===== config.mk =====
export PLATFORM = sky130hd
export DESIGN_NAME = sdra_spi
export DESIGN_NICKNAME = d
export VERILOG_FILES = /design/src/sdra_spi.v
export VERILOG_INCLUDE_DIRS = /design/src
export SDC_FILE = /design/constraint.sdc
export NUM_CORES = 1
export LEC_CHECK = 0
export ABC_AREA = 0
export BUFFER_PORTS_ARGS = -buffer_cell sky130_fd_sc_hd__buf_2
export CORE_MARGIN = 3
export CORE_UTILIZATION = 25
export CTS_CLUSTER_DIAMETER = 60
export DETAILED_ROUTE_END_ITERATION = 7
export PLACE_DENSITY = 0.41
export SYNTH_ARGS = -nofsm -noshare
export SYNTH_HDL_FRONTEND = slang
export SYNTH_SLANG_ARGS = --single-unit

===== constraint.sdc =====
create_clock -name clk -period 7.46 [get_ports clk]
set_input_delay 1.865 -clock clk [delete_from_list [all_inputs] [get_ports clk]]
set_output_delay 1.865 -clock clk [all_outputs]
set_load 0.02 [all_outputs]

===== src/sdra_consts.vh =====
// constants for the serial datagram register access block
`ifndef SDRA_CONSTS_VH
`define SDRA_CONSTS_VH
`define SDRA_FRAME_BITS      40
`define SDRA_DATA_BITS       32
`define SDRA_ADDR_BITS       7
`define SDRA_WSEL_BIT        39
`define SDRA_STAT_HI         39
`define SDRA_STAT_LO         32
`define SDRA_ST_STOPL2       6
`define SDRA_ST_STOPL1       5
`define SDRA_ST_VREACH2      4
`define SDRA_ST_VREACH1      3
`define SDRA_ST_DRVERR2      2
`define SDRA_ST_DRVERR1      1
`define SDRA_ST_RESET        0
`define SDRA_RAMP_STOPL_BIT  0
`define SDRA_RAMP_VREACH_BIT 8
`define SDRA_GLOBAL_STATUS_REGISTER_ADDR      7'h01
`define SDRA_RESP_RESET      32'h00000000
`endif


===== src/sdra_spi.v =====
// spi datagram slave with pipelined register read and status byte
// Summary of operation
// - frame is address byte plus 32 data bits
// - every register moves as full 32 bits
// - bit 39 selects write, low seven address
// - full 40-bit reply on every datagram
// - after read, reply carries addressed register
// - after write, reply echoes written word
// - read captures address only, no writes
// - reply top byte is the status byte
// - status latched at frame end, sent next
// - bit7 zero, bits6,5 left stop switches
// - bits4,3 velocity reached per axis
// - bits2,1 driver errors, cleared reading global_status_register
// - bit0 reset flag, cleared reading global_status_register
// - short values sit right aligned
// - signed twos complement, others plain binary
// - sample rising edge, shift falling, msb first
// - last 40 bits at cs rise, daisy delay
`timescale 1ns/10ps
`include "sdra_consts.vh"
module sdra_spi #(
  parameter FRAME_BITS = `SDRA_FRAME_BITS,
  parameter DATA_BITS  = `SDRA_DATA_BITS,
  parameter ADDR_BITS  = `SDRA_ADDR_BITS
) (
  input  wire                 clk,
  input  wire                 reset_n,
  input  wire                 clk_en,
  input  wire                 sck,
  input  wire                 sdi,
  input  wire                 chip_select_low,
  output reg                  sdo,
  input  wire [DATA_BITS-1:0] axis1_ramp_status,
  input  wire [DATA_BITS-1:0] axis2_ramp_status,
  input  wire [2:0]           global_status_register,
  input  wire [DATA_BITS-1:0] reg_rd_data,
  output reg  [ADDR_BITS-1:0] reg_addr,
  output reg  [DATA_BITS-1:0] reg_wr_data,
  output reg                  reg_wr_stb,
  output reg                  reg_rd_stb,
  output reg                  global_status_register_clr_stb
);
  // ************************************************************
  // reset release and input synchronisers
  // ************************************************************
  reg [1:0] rst_sync_r;
  wire      rst_n = rst_sync_r[1];
  always @(posedge clk or negedge reset_n) begin
    if (!reset_n) begin
      rst_sync_r <= 2'h0;
    end else begin
      rst_sync_r <= {rst_sync_r[0], 1'b1};
    end
  end

  reg [1:0] sck_s1_r;
  reg [1:0] sck_s2_r;
  reg       sck_d_r;
  always @(posedge clk or negedge rst_n) begin
    if (!rst_n) begin
      sck_s1_r <= 2'h3;
      sck_s2_r <= 2'h3;
      sck_d_r  <= 1'b1;
    end else if (clk_en) begin
      // bit0 sck, bit1 chip select; stage one read only by stage two
      sck_s1_r <= {chip_select_low, sck};
      sck_s2_r <= sck_s1_r;
      sck_d_r  <= sck_s2_r[0];
    end
  end
  reg       sdi_s1_r;
  reg       sdi_s2_r;
  reg       cs_d_r;
  always @(posedge clk or negedge rst_n) begin
    if (!rst_n) begin
      sdi_s1_r <= 1'b0;
      sdi_s2_r <= 1'b0;
      cs_d_r   <= 1'b1;
    end else if (clk_en) begin
      sdi_s1_r <= sdi;
      sdi_s2_r <= sdi_s1_r;
      cs_d_r   <= sck_s2_r[1];
    end
  end

  wire sck_q   = sck_s2_r[0];
  wire cs_q    = sck_s2_r[1];
  wire sck_rise = sck_q & ~sck_d_r;
  wire sck_fall = ~sck_q & sck_d_r;
  wire cs_fall  = ~cs_q & cs_d_r;
  wire cs_rise  = cs_q & ~cs_d_r;
  wire active   = ~cs_q;

  // ************************************************************
  // status byte sources
  // ************************************************************
  wire [7:0] status_now;
  assign status_now[7] = 1'b0;
  assign status_now[`SDRA_ST_STOPL2]  = axis2_ramp_status[`SDRA_RAMP_STOPL_BIT];
  assign status_now[`SDRA_ST_STOPL1]  = axis1_ramp_status[`SDRA_RAMP_STOPL_BIT];
  assign status_now[`SDRA_ST_VREACH2] = axis2_ramp_status[`SDRA_RAMP_VREACH_BIT];
  assign status_now[`SDRA_ST_VREACH1] = axis1_ramp_status[`SDRA_RAMP_VREACH_BIT];
  assign status_now[`SDRA_ST_DRVERR2] = global_status_register[2];
  assign status_now[`SDRA_ST_DRVERR1] = global_status_register[1];
  assign status_now[`SDRA_ST_RESET]   = global_status_register[0];

  // ************************************************************
  // shift register, command decode, response loading
  // ************************************************************
  reg [FRAME_BITS-1:0] shift_r;
  reg [7:0]            status_r;
  reg [DATA_BITS-1:0]  resp_r;
  reg                  prev_rd_r;
  reg                  rd_pend_r;
  reg                  first_edge_r;

  wire                 cmd_wr   = shift_r[`SDRA_WSEL_BIT];
  wire [ADDR_BITS-1:0] cmd_addr = shift_r[`SDRA_WSEL_BIT-1:DATA_BITS];
  wire [DATA_BITS-1:0] cmd_data = shift_r[DATA_BITS-1:0];

  always @(posedge clk or negedge rst_n) begin
    if (!rst_n) begin
      shift_r       <= {FRAME_BITS{1'b0}};
      status_r      <= 8'h00;
      resp_r        <= `SDRA_RESP_RESET;
      prev_rd_r     <= 1'b0;
      rd_pend_r     <= 1'b0;
      first_edge_r  <= 1'b0;
      sdo           <= 1'b0;
      reg_addr      <= {ADDR_BITS{1'b0}};
      reg_wr_data   <= {DATA_BITS{1'b0}};
      reg_wr_stb    <= 1'b0;
      reg_rd_stb    <= 1'b0;
      global_status_register_clr_stb <= 1'b0;
    end else if (clk_en) begin
      reg_wr_stb    <= 1'b0;
      reg_rd_stb    <= 1'b0;
      global_status_register_clr_stb <= 1'b0;
      if (rd_pend_r) begin
        // read data is taken in the same cycle as the strobe
        rd_pend_r <= 1'b0;
        resp_r    <= reg_rd_data;
      end
      if (cs_fall) begin
        // load reply: status top, data below, msb leads
        shift_r      <= {status_r, resp_r};
        sdo          <= status_r[7];
        first_edge_r <= 1'b1;
      end else if (active && sck_rise) begin
        shift_r <= {shift_r[FRAME_BITS-2:0], sdi_s2_r};
      end else if (active && sck_fall) begin
        // the first falling edge of mode 3 precedes any data bit
        if (first_edge_r) begin
          first_edge_r <= 1'b0;
        end else begin
          sdo <= shift_r[FRAME_BITS-1];
        end
      end else if (cs_rise) begin
        // only the last 40 bits held here count as the command
        status_r <= status_now;
        reg_addr <= cmd_addr;
        if (cmd_wr) begin
          reg_wr_data <= cmd_data;
          reg_wr_stb  <= 1'b1;
          resp_r      <= cmd_data;
          prev_rd_r   <= 1'b0;
        end else begin
          reg_rd_stb  <= 1'b1;
          rd_pend_r   <= 1'b1;
          prev_rd_r   <= 1'b1;
          if (cmd_addr == `SDRA_GLOBAL_STATUS_REGISTER_ADDR) begin
            global_status_register_clr_stb <= 1'b1;
          end
        end
      end
    end
  end
endmodule


---- After elaboration in Yosys (flattened, before gate mapping) ----
Index checks and enable logic that the tools add are counted.
word-level totals
  flip-flop bits (word level) ............. 133
  input bits .............................. 105
  word-level logic and storage cells ...... 71
cells by class
  eq/ne operators ......................... 3
  mux-type cells .......................... 31
  bitwise gates (word level) .............. 11
  reductions and logical operators ........ 9
operator list
  cell                number
  $mux 32             6
  $mux 40             2
  $mux 1              23
  $eq 7x1->1 const B  1
  $not 1->1           7
  $reduce_and 6->1    1
  $reduce_and 5->1    1
  $and 1x1->1         4
  $ne 2x2->1 const B  2
  $reduce_and 4->1    1
  $reduce_bool 2->1   2
  $reduce_and 3->1    1
  $logic_and 1x1->1   2
  $reduce_and 2->1    1

---- Logic depth before layout (Yosys ltp) ----
  depth after elaboration ................. 7
  depth in mapped cells ................... 6
  gate-level depth less buffers ........... 3

---- Least setup slack after synthesis ----
OpenSTA, ideal clock, no wires.
  path type ............................... input -> register
  start ................................... in clk_en
  end ..................................... reg resp_r[26]
  library setup time ...................... 0.123 ns
  data arrival time ....................... 2.827 ns
  required time ........................... 7.337 ns
  slack ................................... 4.511 ns
  cell stages on the path ................. 6
  path buffers ............................ 3
  cells stage by stage .................... buf_4 > nand4b_4 > buf_2 > buf_4 > or2_2 > o221a_2
RTL lines
  item                    line            source
  start: declaration      sdra_spi.v:29   input wire clk_en,
  end signal: assignment  sdra_spi.v:126  resp_r <= `SDRA_RESP_RESET;
  end signal: assignment  sdra_spi.v:143  resp_r <= reg_rd_data;
  end signal: assignment  sdra_spi.v:166  resp_r <= cmd_data;
  end: declaration        sdra_spi.v:113  reg [DATA_BITS-1:0] resp_r;

---- Worst setup path after layout ----
  start ................................... in clk_en
  end ..................................... reg shift_r[22]
on the way
  word-level cells in the longest chain between the ends .. 1
RTL lines
  item                        line            source
  $reduce_and 2->1 (no line)  n/a
  end signal: assignment      sdra_spi.v:124  shift_r <= {FRAME_BITS{1'b0}};
  end signal: assignment      sdra_spi.v:147  shift_r <= {status_r, resp_r};
  end signal: assignment      sdra_spi.v:151  shift_r <= {shift_r[FRAME_BITS-2:0], sdi_s2_r};
  end: declaration            sdra_spi.v:111  reg [FRAME_BITS-1:0] shift_r;
Every way passes these cells.
A chain may end at the register's enable or synchronous reset.

==> summary.md <==
| Metric | Value |
|---|---|
| Final setup vio count | 0 |
| Remaining global-route overflow | 0 |
| Max VDD drop | 153 uV |
| CTS Root Buffer Type | clkbuf_16 |
| Crit path kind | in -> reg |
| FF-to-FF setup slack | 5130 ps |
| Synth area leader | dfrtp_1 |
| Number of port buffers | 87 |
| WL met3 | 591 um |
| Fin area | 7130 sq um |
| Detailed-route DRC error count | 0 |
| Commonest non-fill, non-tap cell in the layout | dfrtp_1 |
| Setup TNS | 0 ps |
| Routability cong. | 0.663 |
| Pwr/cell area | 437 nW/um^2 |
| Clock sinks | 133 |
| First-pass GRT wire length | 21.4 mm |
| Leakage | 3.10 nW |
| CTS clk-pin slew, worst paths | 60 ps |
| Least-Margin Pin Slew | 915 ps |
| Die X | 158 um |
| Setup Skew | 10.8 ps |
| Worst path required time | 7750 ps |
| Placed Instances | 733 |
| Hold Path Sink | rst_sync_r[1]$_DFF_PN0_ |
| R2R cell count | 4 |
| Startpoint types | input pin |
| I/O pin cnt | 148 |
| Syn Area/Cell | 14.9 sq um |
| Total core area | 22,200 sq um |
| Routed wl met2 | 6.17 mm |
| Synthesized flop and latch total | 133 |
| Netlist Area Pre-Place | 5750 sq um |
| # fillers | 2,220 |
| RSZ-0062 raised after global routing | no |
| Cts hold-fix bufs | 0 |
| Reg2Reg Capture Point | shift_r[34]$_DFFE_PN0P_ |
| Post-Place Cell Area | 6440 sq um |
| Syn-to-layout area delta | 24.0% |
| Initial detailed-routing violation count | 108 |
| N_diodes | 0 |
| Clock latency on the worst-skew pair | 410 ps |
| Fin. max-slew vios | 0 |
| Top cells by area, synth | dfrtp_1 (55%), mux2_2 (24%), o221a_2 (5.9%) |
| Global Route Usage Sum | 11.3% |
| Hold depth | 0 |
| Initial DRT Pass Iterations | 4 |
| Most frequent cells in the layout | dfrtp_1 (126), mux2_2 (124), buf_2 (87) |
| Max-cap violations | 0 |
| Initial antenna violation count | 0 |
| Status | finished, final reports clean |
| H-tree depth | 4 |
| Vias in the first global route | 3,775 |
| Crit end category | flip-flop |
| FMAX | 300 MHz |
| Hold Path Class | reg -> reg |
| CTS resizes | 0 |
| Row count | 54 |
| Layout cells sized above 1 | 66.4% |
| Max layer used | met4 |
| Post-route minimum period | 3330 ps |
| Hpwl dp | 8.03 mm |
| Syn nets | 490 |
| Setup Buffers After CTS | 0 |
| Design Power | 3.12 mW |
| Via/cell ratio | 4.49 |
| DRT met1 WL | 6.09 mm |
| Share of the synthesized area in the top cell type | 55.3% |
| CTS tree | built |
| Die Height | 158 um |
| Worst reg2reg path startpoint | cs_d_r$_DFFE_PN1P_ |
| Sequential share of the synthesized area | 58.0% |
| Nets | 577 |
| Final hold slack | 351 ps |
| Worst Hold Launch | rst_sync_r[0]$_DFF_PN0_ |
| Die area | 24,900 sq um |
| Starting Density | 25.9% |
| Crit path DAT | 3620 ps |
| Antenna viol nets, final | 0 |
| Ys Warns | 0 |
| Num CTS Buffers | 17 |
| Largest net degree at the start of global routing | 70 |
| Period Utilization, post-route | 44.6% |
| DR vias | 3,438 |
| Non-Filler Instances | 765 |
| WL per Instance | 17.0 um |
| Final hold viol count | 0 |
| Longest Clk Path Bufs | 2 |
| Netlist cell types | 34 |
| Final WL | 13.0 mm |
| Mapped Cells | 385 |
| Relative slew slack | 39.0% |
| Crit. Startpoint | clk_en |
| CP max FO | 29 |
## flip-flops by register name (all words and copies together), names as in the netlist
signal / cells
cs_d_r: 1
first_edge_r: 1
global_status_register_clr_stb: 1
rd_pend_r: 1
reg_addr: 7
reg_wr_data: 32
reg_wr_stb: 1
resp_r: 32
rst_sync_r: 2
sck_d_r: 1
sck_s1_r: 2
sck_s2_r: 2
sdi_s1_r: 1
sdi_s2_r: 1
sdo: 1
shift_r: 40
status_r: 7
## synth_stat cells
master     count
nor4b_1        1
nor2b_4        1
clkbuf_1       6
buf_6          1
o221a_1        1
o311ai_2       1
nor2_1         2
o21ai_0        3
o221a_2       30
nand4bb_1      1
nor2b_1        2
nand4_1        1
conb_1         1
dfstp_2        6
a32o_1         1
nand2_1        5
nand3b_1       2
dfrtp_1      127
o41ai_1        1
or2_2         31
nand4b_4       1
mux2i_1        1
nor3_1         1
buf_4         12
mux2_2       124
buf_2          6
o211a_1        1
o211ai_1       1
o2bb2ai_1      1
inv_2          1
o311ai_0       1
mux2_1         7
inv_1          3
a21oi_1        1
## power breakdown
group | switching (mW) | internal (mW)
Clock | 0.317 | 0.654
Combinational | 0.373 | 0.491
Sequential | 0.230 | 1.05
## kinds of logic after synthesis
logic type / synth area share [%]
other cells: 0.0652
buf+inv: 2.94
mux: 25.8
flops: 58.0
compound gates: 7.64
simple gates: 5.51
## layer usage
layer | up-vias | global-route usage [%]
met2 | 69 | 17.7
met1 | 1770 | 14.7
met3 | 11 | 4.13
met4 | 0 | 2.98
li1 | 1588 | -
met5 | - | 0
## how the worst max path moves through the flow
| stage | depth (start not counted) | endpoint |
|---|---|---|
| CTS | 4 | shift_r[22]$_DFFE_PN0P_ |
| global route | 4 | shift_r[22]$_DFFE_PN0P_ |
| floorplan | 0 | first_edge_r$_DFFE_PN0P_ |
| global placement | 4 | shift_r[27]$_DFFE_PN0P_ |
| detailed placement | 4 | shift_r[36]$_DFFE_PN0P_ |
| finish | 4 | shift_r[22]$_DFFE_PN0P_ |
## stage by stage
stage	util (%)	setup WS [ps]
3_3_place_gp	29.0	3660
6_report	32.1	4130
2_1_floorplan	-	3490
3_5_place_dp	29.0	3650
4_1_cts	32.1	4100
5_1_grt	32.1	4030
## critical path, cell delays in order
cell and delay (ps):
buf_2 360, o211a_2 500, buf_4 480, mux2_2 390
## area by class of cell
type	instances	area, sq um	area share [%]
sequential	133	3340	46.8
multi-input combinational	223	2250	31.6
timing repair buffer	93	480	6.74
clock buffer	20	467	6.55
tap	280	350	4.91
clock inverter	12	223	3.12
inverter	4	15.0	0.211
(Power assumes the default switching activity.)
